**config.mk**
```make
export PLATFORM = sky130hd
export DESIGN_NAME = lph_link_primitive_handshake
export DESIGN_NICKNAME = d
export VERILOG_FILES = /design/src/lph_pkg.sv /design/src/lph_sticky_flag.sv /design/src/lph_cmd_check.sv /design/src/lph_link_primitive_handshake.sv
export SDC_FILE = /design/constraint.sdc
export NUM_CORES = 1
export LEC_CHECK = 0
export BUFFER_PORTS_ARGS = -buffer_cell sky130_fd_sc_hd__buf_4
export CORE_MARGIN = 3
export CORE_UTILIZATION = 25
export CTS_CLUSTER_DIAMETER = 40
export CTS_CLUSTER_SIZE = 16
export DETAILED_ROUTE_END_ITERATION = 6
export HOLD_SLACK_MARGIN = 0.15
export SLEW_MARGIN = 40
export SYNTH_ARGS = -nofsm -noshare
export SYNTH_HDL_FRONTEND = slang
export SYNTH_SLANG_ARGS = --single-unit
```
**constraint.sdc**
```tcl
create_clock -name clk_i -period 4.35 [get_ports clk_i]
set_clock_uncertainty 0.1 [all_clocks]
set_input_delay 0.2175 -clock clk_i [delete_from_list [all_inputs] [get_ports clk_i]]
set_output_delay 0.2175 -clock clk_i [all_outputs]
set_load 0.005 [all_outputs]
```
**src/lph_pkg.sv**
```systemverilog
/*
  Package for the link primitive exchange block: register offsets, field
  positions, reset values, command and event codes, link phases and the
  packed structs that carry events and commands.
  Assumes nothing of its surroundings; every design file imports it whole.
*/
package lph_pkg;

  // Word offsets on the register port.
  localparam logic [3:0] LPH_OFS_PRIM = 4'h0;
  localparam logic [3:0] LPH_OFS_CTRL = 4'h1;
  localparam logic [3:0] LPH_OFS_STAT = 4'h2;

  // Field positions of the primitive exchange register.
  localparam int LPH_CONFLICT_BIT = 15;
  localparam int LPH_CMD_PEND_BIT = 14;
  localparam int LPH_CMD_HI = 11;
  localparam int LPH_CMD_LO = 8;
  localparam int LPH_DROP_BIT = 7;
  localparam int LPH_EV_PEND_BIT = 6;
  localparam int LPH_REASON_HI = 5;
  localparam int LPH_REASON_LO = 4;
  localparam int LPH_EV_HI = 3;
  localparam int LPH_EV_LO = 0;

  // Field positions of the control register.
  localparam int LPH_IRQ_EN_BIT = 0;
  localparam int LPH_BYPASS_BIT = 1;
  localparam int LPH_UPDATE_BIT = 3;

  // Field positions of the read-only state register.
  localparam int LPH_INIT_BIT = 3;
  localparam int LPH_CONN_IND_BIT = 4;
  localparam int LPH_RST_IND_BIT = 5;
  localparam int LPH_XID_IND_BIT = 6;
  localparam int LPH_TEST_IND_BIT = 7;

  localparam logic [15:0] LPH_RDATA_RST = 16'h0000;
  localparam logic [3:0] LPH_CODE_RST = 4'h0;
  localparam logic [1:0] LPH_REASON_RST = 2'h0;

  // Host command codes.
  typedef enum logic [3:0] {
    LPH_CMD_STOP = 4'h0,
    LPH_CMD_START = 4'h1,
    LPH_CMD_INIT = 4'h2,
    LPH_CMD_TRANSP = 4'h3,
    LPH_CMD_STATUS = 4'h4,
    LPH_CMD_CONN_REQ = 4'h6,
    LPH_CMD_CONN_RSP = 4'h7,
    LPH_CMD_RST_REQ = 4'h8,
    LPH_CMD_RST_RSP = 4'h9,
    LPH_CMD_XID_REQ = 4'hA,
    LPH_CMD_XID_RSP = 4'hB,
    LPH_CMD_TEST_REQ = 4'hC,
    LPH_CMD_TEST_RSP = 4'hD,
    LPH_CMD_DISC_REQ = 4'hE
  } lph_cmd_t;

  // Provider event codes.
  localparam logic [3:0] LPH_EV_INIT_DONE = 4'h2;
  localparam logic [3:0] LPH_EV_ERROR = 4'h4;
  localparam logic [3:0] LPH_EV_CONN_IND = 4'h6;
  localparam logic [3:0] LPH_EV_CONN_CNF = 4'h7;
  localparam logic [3:0] LPH_EV_RST_IND = 4'h8;
  localparam logic [3:0] LPH_EV_RST_CNF = 4'h9;
  localparam logic [3:0] LPH_EV_XID_IND = 4'hA;
  localparam logic [3:0] LPH_EV_XID_CNF = 4'hB;
  localparam logic [3:0] LPH_EV_TEST_IND = 4'hC;
  localparam logic [3:0] LPH_EV_TEST_CNF = 4'hD;
  localparam logic [3:0] LPH_EV_DISC_IND = 4'hE;

  // Link phases.
  typedef enum logic [2:0] {
    LPH_PH_STOPPED = 3'b000,
    LPH_PH_DISC = 3'b001,
    LPH_PH_CONNECTING = 3'b010,
    LPH_PH_LINKED = 3'b011,
    LPH_PH_RESETTING = 3'b100,
    LPH_PH_TRANSP = 3'b101
  } lph_phase_t;

  // Indications received and not yet answered, and whether an init command was carried out.
  typedef struct packed {
    logic init_done;
    logic conn_ind;
    logic rst_ind;
    logic xid_ind;
    logic test_ind;
  } lph_ind_t;

  localparam lph_ind_t LPH_IND_RST = '{default: 1'b0};

  // Provider event posted by the protocol engine.
  typedef struct packed {
    logic valid;
    logic [3:0] code;
    logic [1:0] reason;
  } lph_event_t;

  // Accepted command handed to the protocol engine.
  typedef struct packed {
    logic valid;
    logic [3:0] code;
    logic send_dm;
  } lph_cmd_out_t;

  localparam lph_cmd_out_t LPH_CMD_OUT_RST = '{default: 1'b0};

endpackage

```
**src/lph_sticky_flag.sv**
```systemverilog
/*
  Sticky flag: set by a hardware event, cleared by a separate request.
  Assumes one clock and a synchronous active-high reset.
*/
`timescale 1ns/1ns
module lph_sticky_flag
  import lph_pkg::*;
(
  input wire logic clk_i,
  input wire logic srst_i,
  input wire logic set_i,
  input wire logic clr_i,
  output logic flag_o
);

  typedef struct packed {
    logic flag;
  } lph_flag_state_t;

  lph_flag_state_t state_ff;
  lph_flag_state_t nxt_state;

  // A set in the same cycle as a clear wins, so no event is lost.
  always_comb
  begin
    nxt_state.flag = set_i | (state_ff.flag & ~clr_i);
  end

  // Register the flag.
  always_ff @(posedge clk_i)
  begin
    if (srst_i)
    begin
      state_ff <= '0;
    end
    else
    begin
      state_ff <= nxt_state;
    end
  end

  assign flag_o = state_ff.flag;

endmodule // lph_sticky_flag

```
**src/lph_cmd_check.sv**
```systemverilog
/*
  Command legality check: decides whether a host command fits the present
  link phase and the indications that have been received.
  Purely combinational; the caller registers every effect.
*/
`timescale 1ns/1ns
module lph_cmd_check
  import lph_pkg::*;
(
  input wire logic [3:0] code_i,
  input wire lph_phase_t phase_i,
  input wire lph_ind_t ind_i,
  output logic legal_o
);

  logic stopped;
  logic disc;
  logic transp;

  assign stopped = (phase_i == LPH_PH_STOPPED);
  assign disc = (phase_i == LPH_PH_DISC);
  assign transp = (phase_i == LPH_PH_TRANSP);

  // Transparent operation is left only by a stop, so other link commands except status (code 4) are refused there.
  always_comb
  begin
    case (code_i)
      LPH_CMD_STOP: legal_o = 1'b1; // RULE_04
      LPH_CMD_START: legal_o = stopped; // RULE_05
      LPH_CMD_INIT: legal_o = stopped | disc; // RULE_06
      LPH_CMD_TRANSP: legal_o = stopped | disc; // RULE_07
      LPH_CMD_STATUS: legal_o = ind_i.init_done; // RULE_08
      LPH_CMD_CONN_REQ: legal_o = disc; // RULE_09
      LPH_CMD_CONN_RSP: legal_o = disc & ind_i.conn_ind; // RULE_09
      LPH_CMD_RST_REQ: legal_o = ~stopped & ~disc & ~transp; // RULE_10
      LPH_CMD_RST_RSP: legal_o = ind_i.rst_ind & ~transp; // RULE_10
      LPH_CMD_XID_REQ: legal_o = ~stopped & ~transp; // RULE_11
      LPH_CMD_XID_RSP: legal_o = ind_i.xid_ind & ~transp; // RULE_11
      LPH_CMD_TEST_REQ: legal_o = ~stopped & ~transp; // RULE_12
      LPH_CMD_TEST_RSP: legal_o = ind_i.test_ind & ~transp; // RULE_12
      LPH_CMD_DISC_REQ: legal_o = ~stopped & ~transp; // RULE_13
      default: legal_o = 1'b0; // RULE_22
    endcase
  end

endmodule // lph_cmd_check

```
**src/lph_link_primitive_handshake.sv**
```systemverilog
/*
  Primitive exchange register of a link-level controller. The host posts a
  4-bit command with a pending flag; the block checks it against the link
  phase, hands accepted commands to the protocol engine and posts provider
  events with a reason, a pending flag and a lost flag.
  Assumes a protocol engine that presents provider events as one-cycle
  pulses and carries out the commands it is handed, and a host on a plain
  register port with read data one cycle after the read strobe.
*/
// Summary of operation
// RULE_01 - Conflicting host command sets conflict flag; write one clears; reset clears.
// RULE_02 - Host sets command pending after the code; block clears it once processed.
// RULE_03 - Host writes zeros into bits 13 and 12.
// RULE_04 - Code 0 stops: link idle, stopped shown, transmit ones, DMA halted.
// RULE_05 - Code 1 only when stopped: go disconnected, reset rings, send flags.
// RULE_06 - Code 2 reads init block, only when stopped or disconnected.
// RULE_07 - Code 3 enters transparent mode; filter bypass honoured; only stop leaves.
// RULE_08 - Code 4 writes link status, valid only after an init command.
// RULE_09 - Code 6 connects from disconnected; code 7 answers a connect indication.
// RULE_10 - Code 8 resets a live link; code 9 answers a reset indication.
// RULE_11 - Codes 10 and 11 send identification command and response.
// RULE_12 - Codes 12 and 13 send test command and response.
// RULE_13 - Code 14 disconnects; when already disconnected send DM with final clear.
// RULE_14 - Event lost flag sets when pending still set; clears with pending.
// RULE_15 - Posting an event sets event pending; write one or reset clears it.
// RULE_16 - Reason field accompanies disconnect, reset and error events.
// RULE_17 - Events 2, 4, 6, 7 reported; 7 means link established.
// RULE_18 - Events 8 to 13 reported; 9 means link reset done.
// RULE_19 - Event 14 reports disconnect; block is already disconnected then.
// RULE_20 - Host answers errors and indications with reset, response or disconnect.
// RULE_21 - Every register update sets the update flag, which drives the interrupt; a lost event sets the lost flag without setting the update flag.
// RULE_22 - Unlisted command codes raise the conflict flag and change nothing.
`timescale 1ns/1ns
module lph_link_primitive_handshake
  import lph_pkg::*;
(
  input wire logic clk_i,
  input wire logic srst_i,
  input wire logic [3:0] reg_addr_i,
  input wire logic [15:0] reg_wdata_i,
  input wire logic reg_wr_i,
  input wire logic reg_rd_i,
  output logic [15:0] reg_rdata_o,
  input wire lph_event_t event_i,
  output lph_cmd_out_t cmd_o,
  output logic ring_reset_o,
  output logic stopped_o,
  output logic tx_mark_o,
  output logic tx_flags_o,
  output logic dma_halt_o,
  output logic transparent_o,
  output logic address_filter_bypass_o,
  output logic irq_o
);

  // State of the block in one record, apart from the conflict, event pending and update flags.
  typedef struct packed {
    lph_phase_t phase;
    lph_ind_t ind;
    logic [3:0] user_cmd_code;
    logic user_cmd_pending;
    logic [3:0] provider_event_code;
    logic [1:0] provider_event_reason;
    logic provider_event_dropped;
    logic irq_output_enable;
    logic address_filter_bypass;
    logic [15:0] rdata;
    lph_cmd_out_t cmd;
    logic ring_reset;
    logic stopped;
    logic tx_mark;
    logic tx_flags;
    logic dma_halt;
    logic transparent;
    logic irq;
  } lph_state_t;

  localparam lph_state_t LPH_STATE_RST = '{
    phase: LPH_PH_STOPPED,
    ind: LPH_IND_RST,
    user_cmd_code: LPH_CODE_RST,
    user_cmd_pending: 1'b0,
    provider_event_code: LPH_CODE_RST,
    provider_event_reason: LPH_REASON_RST,
    provider_event_dropped: 1'b0,
    irq_output_enable: 1'b0,
    address_filter_bypass: 1'b0,
    rdata: LPH_RDATA_RST,
    cmd: LPH_CMD_OUT_RST,
    ring_reset: 1'b0,
    stopped: 1'b1,
    tx_mark: 1'b1,
    tx_flags: 1'b0,
    dma_halt: 1'b1,
    transparent: 1'b0,
    irq: 1'b0
  };

  lph_state_t state_ff;
  lph_state_t nxt_state;

  logic wr_prim;
  logic wr_ctrl;
  logic cmd_legal;
  logic process_cmd;
  logic conflict_set;
  logic conflict_clr;
  logic conflict_flag;
  logic ev_pend_clr;
  logic ev_pend_flag;
  logic update_set;
  logic update_clr;
  logic update_flag;
  logic ev_post;
  logic [15:0] prim_word;
  logic [15:0] ctrl_word;
  logic [15:0] stat_word;

  assign wr_prim = reg_wr_i & (reg_addr_i == LPH_OFS_PRIM);
  assign wr_ctrl = reg_wr_i & (reg_addr_i == LPH_OFS_CTRL);

  // A pending command is taken one cycle after the host raised the flag.
  assign process_cmd = state_ff.user_cmd_pending; // RULE_02

  lph_cmd_check u_cmd_check (
    .code_i(state_ff.user_cmd_code),
    .phase_i(state_ff.phase),
    .ind_i(state_ff.ind),
    .legal_o(cmd_legal)
  );

  // Conflict flag: set by a refused command, cleared by writing one.
  assign conflict_set = process_cmd & ~cmd_legal; // RULE_01 RULE_22
  assign conflict_clr = wr_prim & reg_wdata_i[LPH_CONFLICT_BIT]; // RULE_01

  lph_sticky_flag u_conflict_flag (
    .clk_i(clk_i),
    .srst_i(srst_i),
    .set_i(conflict_set),
    .clr_i(conflict_clr),
    .flag_o(conflict_flag)
  );

  // Event pending flag: set by every event post, cleared by writing one.
  assign ev_pend_clr = wr_prim & reg_wdata_i[LPH_EV_PEND_BIT]; // RULE_15
  assign ev_post = event_i.valid & (~ev_pend_flag | ev_pend_clr); // RULE_14

  lph_sticky_flag u_event_pending (
    .clk_i(clk_i),
    .srst_i(srst_i),
    .set_i(ev_post),
    .clr_i(ev_pend_clr),
    .flag_o(ev_pend_flag)
  );

  // Update flag: set by every event post and every processed command.
  assign update_set = ev_post | process_cmd; // RULE_21
  assign update_clr = wr_ctrl & reg_wdata_i[LPH_UPDATE_BIT];

  lph_sticky_flag u_update_flag (
    .clk_i(clk_i),
    .srst_i(srst_i),
    .set_i(update_set),
    .clr_i(update_clr),
    .flag_o(update_flag)
  );

  // Read views; bits 13 and 12 and all unlisted bits read as zero.
  always_comb
  begin
    prim_word = '0;
    prim_word[LPH_CONFLICT_BIT] = conflict_flag;
    prim_word[LPH_CMD_PEND_BIT] = state_ff.user_cmd_pending;
    prim_word[LPH_CMD_HI:LPH_CMD_LO] = state_ff.user_cmd_code;
    prim_word[LPH_DROP_BIT] = state_ff.provider_event_dropped;
    prim_word[LPH_EV_PEND_BIT] = ev_pend_flag;
    prim_word[LPH_REASON_HI:LPH_REASON_LO] = state_ff.provider_event_reason;
    prim_word[LPH_EV_HI:LPH_EV_LO] = state_ff.provider_event_code;
    ctrl_word = '0;
    ctrl_word[LPH_IRQ_EN_BIT] = state_ff.irq_output_enable;
    ctrl_word[LPH_BYPASS_BIT] = state_ff.address_filter_bypass;
    ctrl_word[LPH_UPDATE_BIT] = update_flag;
    stat_word = '0;
    stat_word[2:0] = state_ff.phase;
    stat_word[LPH_INIT_BIT] = state_ff.ind.init_done;
    stat_word[LPH_CONN_IND_BIT] = state_ff.ind.conn_ind;
    stat_word[LPH_RST_IND_BIT] = state_ff.ind.rst_ind;
    stat_word[LPH_XID_IND_BIT] = state_ff.ind.xid_ind;
    stat_word[LPH_TEST_IND_BIT] = state_ff.ind.test_ind;
  end

  // Next state: register writes, then engine events, then the host command.
  // The command is applied last so that a stop always wins over a same-cycle event.
  always_comb
  begin
    nxt_state = state_ff;
    nxt_state.cmd = LPH_CMD_OUT_RST;
    nxt_state.ring_reset = 1'b0;

    // Read data stand in the cycle after the strobe only.
    nxt_state.rdata = '0;
    if (reg_rd_i)
    begin
      case (reg_addr_i)
        LPH_OFS_PRIM: nxt_state.rdata = prim_word;
        LPH_OFS_CTRL: nxt_state.rdata = ctrl_word;
        LPH_OFS_STAT: nxt_state.rdata = stat_word;
        default: nxt_state.rdata = '0;
      endcase
    end

    // Host places a code and raises pending; a new code is ignored while one is pending.
    if (wr_prim & ~state_ff.user_cmd_pending)
    begin
      nxt_state.user_cmd_code = reg_wdata_i[LPH_CMD_HI:LPH_CMD_LO];
      nxt_state.user_cmd_pending = reg_wdata_i[LPH_CMD_PEND_BIT]; // RULE_02
    end
    if (wr_ctrl)
    begin
      nxt_state.irq_output_enable = reg_wdata_i[LPH_IRQ_EN_BIT];
      nxt_state.address_filter_bypass = reg_wdata_i[LPH_BYPASS_BIT];
    end

    // Lost flag follows the pending flag down when it is cleared.
    if (ev_pend_clr)
    begin
      nxt_state.provider_event_dropped = 1'b0; // RULE_14
    end
    if (event_i.valid & ~ev_post)
    begin
      nxt_state.provider_event_dropped = 1'b1; // RULE_14
    end

    // Post an engine event and track what it says about the link.
    if (ev_post)
    begin
      nxt_state.provider_event_code = event_i.code; // RULE_17 RULE_18
      nxt_state.provider_event_reason = event_i.reason; // RULE_16
    end
    if (event_i.valid)
    begin
      case (event_i.code)
        LPH_EV_CONN_IND: nxt_state.ind.conn_ind = 1'b1;
        LPH_EV_CONN_CNF: nxt_state.phase = LPH_PH_LINKED; // RULE_17
        LPH_EV_RST_IND: nxt_state.ind.rst_ind = 1'b1;
        LPH_EV_RST_CNF: nxt_state.phase = LPH_PH_LINKED; // RULE_18
        LPH_EV_XID_IND: nxt_state.ind.xid_ind = 1'b1;
        LPH_EV_TEST_IND: nxt_state.ind.test_ind = 1'b1;
        LPH_EV_DISC_IND:
        begin
          nxt_state.phase = LPH_PH_DISC; // RULE_19
          nxt_state.ind.conn_ind = 1'b0;
          nxt_state.ind.rst_ind = 1'b0;
        end
        default: nxt_state.phase = nxt_state.phase;
      endcase
      // Events move no phase while stopped or transparent; keep the phase there.
      if ((state_ff.phase == LPH_PH_STOPPED) | (state_ff.phase == LPH_PH_TRANSP))
      begin
        nxt_state.phase = state_ff.phase;
      end
    end

    // Carry out the pending command.
    if (process_cmd)
    begin
      nxt_state.user_cmd_pending = 1'b0; // RULE_02
      if (cmd_legal)
      begin
        nxt_state.cmd.valid = 1'b1;
        nxt_state.cmd.code = state_ff.user_cmd_code;
        case (state_ff.user_cmd_code)
          LPH_CMD_STOP:
          begin
            nxt_state.phase = LPH_PH_STOPPED; // RULE_04
            nxt_state.ind.conn_ind = 1'b0;
            nxt_state.ind.rst_ind = 1'b0;
            nxt_state.ind.xid_ind = 1'b0;
            nxt_state.ind.test_ind = 1'b0;
            nxt_state.irq_output_enable = 1'b0;
          end
          LPH_CMD_START:
          begin
            nxt_state.phase = LPH_PH_DISC; // RULE_05
            nxt_state.ring_reset = 1'b1; // RULE_05
          end
          LPH_CMD_INIT: nxt_state.ind.init_done = 1'b1; // RULE_06
          LPH_CMD_TRANSP: nxt_state.phase = LPH_PH_TRANSP; // RULE_07
          LPH_CMD_CONN_REQ: nxt_state.phase = LPH_PH_CONNECTING; // RULE_09
          LPH_CMD_CONN_RSP:
          begin
            nxt_state.phase = LPH_PH_LINKED; // RULE_09
            nxt_state.ind.conn_ind = 1'b0;
          end
          LPH_CMD_RST_REQ: nxt_state.phase = LPH_PH_RESETTING; // RULE_10
          LPH_CMD_RST_RSP:
          begin
            nxt_state.phase = LPH_PH_LINKED; // RULE_10
            nxt_state.ind.rst_ind = 1'b0;
          end
          LPH_CMD_XID_RSP: nxt_state.ind.xid_ind = 1'b0; // RULE_11
          LPH_CMD_TEST_RSP: nxt_state.ind.test_ind = 1'b0; // RULE_12
          LPH_CMD_DISC_REQ:
          begin
            // An idle link gets a DM with the final bit clear instead of a disconnect.
            nxt_state.cmd.send_dm = (state_ff.phase == LPH_PH_DISC); // RULE_13
            nxt_state.phase = LPH_PH_DISC; // RULE_13
            nxt_state.ind.conn_ind = 1'b0;
            nxt_state.ind.rst_ind = 1'b0;
          end
          default: nxt_state.cmd.valid = 1'b1;
        endcase
      end
    end

    // Link-facing levels follow the next phase so they change with it.
    nxt_state.stopped = (nxt_state.phase == LPH_PH_STOPPED); // RULE_04
    nxt_state.tx_mark = (nxt_state.phase == LPH_PH_STOPPED); // RULE_04
    nxt_state.dma_halt = (nxt_state.phase == LPH_PH_STOPPED); // RULE_04
    nxt_state.tx_flags = (nxt_state.phase != LPH_PH_STOPPED); // RULE_05
    nxt_state.transparent = (nxt_state.phase == LPH_PH_TRANSP); // RULE_07
    // The update flag lags by one cycle here; the interrupt is a level, so that is harmless.
    nxt_state.irq = update_flag & nxt_state.irq_output_enable; // RULE_21
  end

  // Register the whole state.
  always_ff @(posedge clk_i)
  begin
    if (srst_i)
    begin
      state_ff <= LPH_STATE_RST;
    end
    else
    begin
      state_ff <= nxt_state;
    end
  end

  // Every output comes straight from the state register.
  assign reg_rdata_o = state_ff.rdata;
  assign cmd_o = state_ff.cmd;
  assign ring_reset_o = state_ff.ring_reset;
  assign stopped_o = state_ff.stopped;
  assign tx_mark_o = state_ff.tx_mark;
  assign tx_flags_o = state_ff.tx_flags;
  assign dma_halt_o = state_ff.dma_halt;
  assign transparent_o = state_ff.transparent;
  assign address_filter_bypass_o = state_ff.address_filter_bypass; // RULE_07
  assign irq_o = state_ff.irq;

endmodule // lph_link_primitive_handshake

```
# Word-level counts from Yosys, hierarchy flattened
# Cells that the tools add are included.
[classes]
eq_ne = 25
bitwise_logic = 39
muxes = 27
n_reduce_logical = 21
[ops]
columns = ["op", "n"]
rows = [
  ["$eq A4 B4 Y1 const B", 12],
  ["$pmux W16 S3", 1],
  ["$and A1 B1 Y1", 20],
  ["$eq A4 B3 Y1 const B", 5],
  ["$pmux W3 S6", 1],
  ["$reduce_or A2 Y1", 9],
  ["$mux W8", 2],
  ["$mux W1", 14],
  ["$eq A4 B2 Y1 const B", 3],
  ["$not A1 Y1", 12],
  ["$reduce_or A3 Y1", 4],
  ["$pmux W1 S11", 1],
  ["$eq A4 B1 Y1 const B", 2],
  ["$logic_not A4 Y1", 2],
  ["$mux W7", 1],
  ["$or A1 B1 Y1", 7],
  ["$eq A3 B3 Y1 const B", 2],
  ["$logic_not A3 Y1", 2],
  ["$mux W3", 2],
  ["$pmux W3 S2", 1],
  ["$mux W4", 1],
  ["$pmux W1 S2", 2],
  ["$reduce_or A4 Y1", 1],
  ["$eq A3 B1 Y1 const B", 1],
  ["4 further kinds", 4],
]
[totals]
word_cells = 137
ff_bits = 52

# Depth between registers and ports, before layout
[logic_depth]
ltp_word = 9
depth_mapped = 8
ltp_nobuf = 6

# Cells and area by module
# From an unflattened synthesis, not the netlist that was laid out.
[hier_totals]
cells_unflattened = 256
hier_area_um2 = 2296.0
[by_module_without_submodules]
columns = ["mod", "cells_each", "area_each_um2", "seq_area_each_um2", "n_inst"]
rows = [
  ["lph_link_primitive_handshake", 226, 2063.2, 940.9, 1],
  ["lph_cmd_check", 18, 116.4, 0.0, 1],
  ["lph_sticky_flag", 4, 38.8, 20.0, 3],
]

# Least setup slack after synthesis
# Ideal clock, no wire load.
[synth_timing]
path_type = "register to register"
start = "register state_ff, in the netlist stat_word[1]"
end = "register state_ff, in the netlist transparent_o"
slack_ns = 2.402
setup_ns = 0.115
t_arrival_ns = 1.732
path_buffers = 1
synth_period_minus_slack_ns = 1.948
path_stages_with_launch = 8
cell_sequence = "dfxtp_1 -> buf_6 -> or2_4 -> o311a_1 -> o2111ai_2 -> a21oi_2 -> o32a_1 -> and3_1"
[synth_via]
elab_chain_cells = 8
[synth_rtl]
columns = ["item", "line_no", "source"]
rows = [
  ["from (decl)", "lph_link_primitive_handshake.sv:99", "lph_state_t state_ff;"],
  ["from (signal assigned)", "lph_link_primitive_handshake.sv:335", "state_ff <= nxt_state;"],
  ["$eq A3 B3 Y1, or another cell as far along", "lph_cmd_check.sv:22, lph_link_primitive_handshake.sv:258", ""],
  ["$or A1 B1 Y1, or another cell as far along", "lph_link_primitive_handshake.sv:258", "if ((state_ff.phase == LPH_PH_STOPPED) | (state_ff.phase == LPH_PH_TRANSP))"],
  ["$mux W3 or $and A1 B1 Y1 (tied branches)", "lph_link_primitive_handshake.sv:258, lph_cmd_check.sv:35", ""],
  ["$mux W3 or $and A1 B1 Y1 (tied branches)", "lph_link_primitive_handshake.sv:240, lph_cmd_check.sv:35", ""],
  ["$pmux W3 S6 or $pmux W1 S11 (tied branches)", "lph_link_primitive_handshake.sv:272, lph_cmd_check.sv:27", ""],
  ["$mux W8", "lph_link_primitive_handshake.sv:268", "if (cmd_legal)"],
  ["$mux W8 *", "lph_link_primitive_handshake.sv:265", "if (process_cmd)"],
  ["$eq A3 B3 Y1 *", "lph_link_primitive_handshake.sv:321", "nxt_state.transparent = (nxt_state.phase == LPH_PH_TRANSP);"],
]
# Mark *: on every way between the ends. The rest lies on a longest branch, timed or not.
# A chain may end at the register's enable or synchronous reset.

# Final worst setup path
[layout_timing]
start = "register state_ff, in the netlist prim_word[8]"
end = "register state_ff, in the netlist transparent_o"
[layout_via]
elab_chain_cells = 6
[layout_rtl]
columns = ["item", "line_no", "source"]
rows = [
  ["$eq A4 B4 Y1, or another cell as far along", "lph_cmd_check.sv:27", "case (code_i)"],
  ["$reduce_or A3 Y1 (no source line) or $reduce_or A2 Y1 (tied branches)", "--", ""],
  ["$pmux W1 S11 or $pmux W3 S6 (tied branches)", "lph_cmd_check.sv:27, lph_link_primitive_handshake.sv:272", ""],
  ["$mux W8 *", "lph_link_primitive_handshake.sv:268", ""],
  ["$mux W8 *", "lph_link_primitive_handshake.sv:265", ""],
  ["$eq A3 B3 Y1 *", "lph_link_primitive_handshake.sv:321", ""],
]
# Marked as above.

==> metrics <==
Post-synth EDFFs 0; largest family of logic cells by synthesized area simple AND/OR/NAND/NOR gates; number of global-route vias before repair roughly 1800; Max rail drop VDD 0.116 mV; sequential group share of total power roughly 54%; Synth top cells by count 50 x dfxtp_1, 39 x nor2_1, 19 x mux2i_1, 18 x a21oi_1, 11 x and2_1; Comb power frac 8.8%; number of DRC violations after detailed routing 0; Critical-path top delay cell dfxtp_1; antenna violations before repair 0; Post-CTS Setup Inserts 0; number of I/O port buffers 52; LEAKAGE 0.00124 uW; delay of the slowest cell on the worst path 740 ps; max-cap viol count 0; dominant cell by count in the synthesized netlist dfxtp_1; Sink Count 50; GR Util All Layers 10.9%; number of buffers created by CTS 5; DRT antenna net count 0; complex-gate fraction of the synthesized area 15.7%; dominant cells by area after synthesis dfxtp_1 44%, mux2i_1 8.4%, nor2_1 6.5%; per-instance average area after synthesis between 8 and 9 sq um; Sum Neg Setup Slack 0 ps; share of the synthesized netlist area taken by xor and xnor gates less than 1%; required time worst endpoint 4500 ps; Sequential cell area 0.00100 sq mm; routability cong. roughly 0.82; most instantiated flip-flop cell in the synthesis netlist dfxtp_1; Cell Int Power about 680 uW; sort of element at the end of the critical path register; leftover overflow at the end of global routing 0; Hold/Removal Path Class input port to register; wire per inst between 10 and 15 um; element type at the critical path start register; final net count 345; power spent charging and discharging nets 198 uW; count of hold buffers inserted by post-cts repair 19; Detailed Route WL 5.62 mm; post-synthesis sequential area ratio 44.1%; power density of the placed cells around 290 mW/mm^2; critical setup path kind register to register; post-synthesis instance area 0.00227 sq mm; multiplexer share of the synthesized area 8.38%; area of the multi-input gates 0.00113 sq mm; Via density roughly 4.7; root buffer selected by CTS clkbuf_8; Initial Util about a quarter; share of synthesized cell area in full adder, half adder and majority cells 0%; worst-path maximum fanout 22; Yosys top cell by area dfxtp_1; highest clock rate approximately 0.43 GHz; drt pass-1 iters 4; chip width 101 um; count of buffering cells on the critical path with inverters included 0; setup slack after placement 2050 ps; startpoint of the most critical setup path prim_word[8]; Top delay family on crit path simple AND/OR/NAND/NOR gates; final hold vios 0; clk buf depth 2; Slew headroom 57.5%; result of the run complete, no violations; Die Area 0.0103 sq mm; basic-gate share of the synthesized area counting and, or, nand and nor cells roughly a quarter; Core Area slightly below 0.009 sq mm; antenna diode count 0; vias after detailed routing 1986; share of async-settable or async-resettable flops after synthesis 0%; worst slew pin tran 637 ps; Yosys top cell area share roughly 44%; clock share of power 37.4%; die extent in y 101 um; Final Cycle Share 54.0%; largest net degree at the start of global routing 32; unrepaired setup endpoints after global routing no; Yosys warning total 0; clock latency on the worst-skew pair 300 ps; CP cell instances or2_1, o311a_1, o2111ai_2, and2_1, o32ai_2, and3_1; number of register bits inferred by synthesis 50; fill cell total of the finished layout ~930; Min-Delay Startpoint srst_i; post-synthesis to final-layout area growth 31.2%; TritonCTS clock tree done; post-cts sizing count 0; endpoint arrival time on the critical path 2500 ps; row count 34; H-tree levels 2; number of top-level pins 61; half-perimeter wire length after detailed placement 4.03 mm; post-layout min period 2350 ps; Sw Share 22.6%; cells after synthesis 256; fin worst setup slack 2000 ps; post-CTS clock slew at the launch and capture registers of the worst setup and hold paths about 90 ps; Setup violations, final 0; Synth cell types 52; share of post-route cells with drive strength above 1 22.5%; number of violations reported at the end of detailed-routing iteration 0 69; final-report max-slew violation count 0; critical register-to-register path startpoint prim_word[8]; wire length of the first global-routing pass 9.02 mm
cell usage in the layout (no fill, tap or decap), drive strengths merged, types with 2 or more instances in the layout:
master	Yosys	final
o22ai	3	3
dlygate4sd3	0	19
a211oi	3	3
nor2b	7	7
and4b	2	2
conb	1	2
o21ai	10	10
o21a	2	2
nor2	40	40
and3	2	2
inv	4	4
clkbuf	8	6
nand3b	3	3
a21oi	20	20
and2	11	11
nand4	2	2
o21bai	3	3
or2	4	4
dfxtp	50	50
nand3	10	10
a31oi	3	3
nor3	6	6
and4	2	2
buf	13	52
nor3b	2	2
nand2	10	10
mux2i	19	19
cells by family (layout without fill, tap and decap cells):
family                 after synthesis  after routing
multiplexers                        19             19
XOR/XNOR                             1              1
flip-flops                          50             50
AO/OA/AOI/OAI                       53             53
other                                1              2
buffers and inverters               25             83
AND/OR/NAND/NOR                    107            107
final timing paths:
check,to,slack [ps],depth (start not counted)
setup / recovery,transparent_o,2000,6
hold / removal,prim_word[10],190,2
setup reg to reg,transparent_o,2000,6
hold reg to reg,reg_rdata_o[15],370,1
worst reg2reg max path, stage by stage, from the launching register on:
cell       delay [ps]
dfxtp_1           740
or2_1             300
o311a_1           210
o2111ai_2         190
and2_1            280
o32ai_2           290
and3_1            190
registers in the layout, summed over array words and instances (netlist names):
register,count
tx_flags_o,1
transparent_o,1
address_filter_bypass_o,1
u_conflict_flag.flag_o,1
ring_reset_o,1
dma_halt_o,1
prim_word,11
stat_word,8
cmd_o,6
ctrl_word,1
irq_o,1
u_event_pending.flag_o,1
process_cmd,1
u_update_flag.flag_o,1
reg_rdata_o,14
layout make-up:
class	count	area share [%]
Clock buffer	6	2.44
Clock inverter	2	1.26
Inverter	4	0.505
Multi-Input combinational cell	182	38.1
Sequential cell	50	33.6
Tap cell	108	4.54
Timing Repair Buffer	71	19.5
power groups by stage:
stage	registers [uW]	logic, uW	clock network (uW)
floorplan	479	40.8	0
global placement	482	64.6	0
detailed placement	482	65.3	0
CTS	472	78.0	340
global route	473	85.6	353
finish	472	77.6	328
metal layers:
layer	track usage [%]	share of wire (%)	vias to the layer above
met5	0	0	-
met1	15.1	48	923
met3	2.55	5.3	10
met2	17.1	45	50
li1	-	-	1003
met4	3.17	1.2	0
metrics by stage:
stage | utilization (%) | instance area, sq um | std cells | hold slack, ps | total power [uW]
6_report | 34.0 | 2980 | 423 | 189 | 877
5_1_grt | 34.0 | 2980 | 423 | 204 | 912
4_1_cts | 34.0 | 2980 | 423 | 187 | 889
3_5_place_dp | 30.5 | 2680 | 396 | 350 | 548
3_3_place_gp | 30.5 | 2680 | 396 | 351 | 547
2_1_floorplan | - | 2270 | 257 | 235 | 520
No activity file was read; power rests on OpenSTA's default activity.
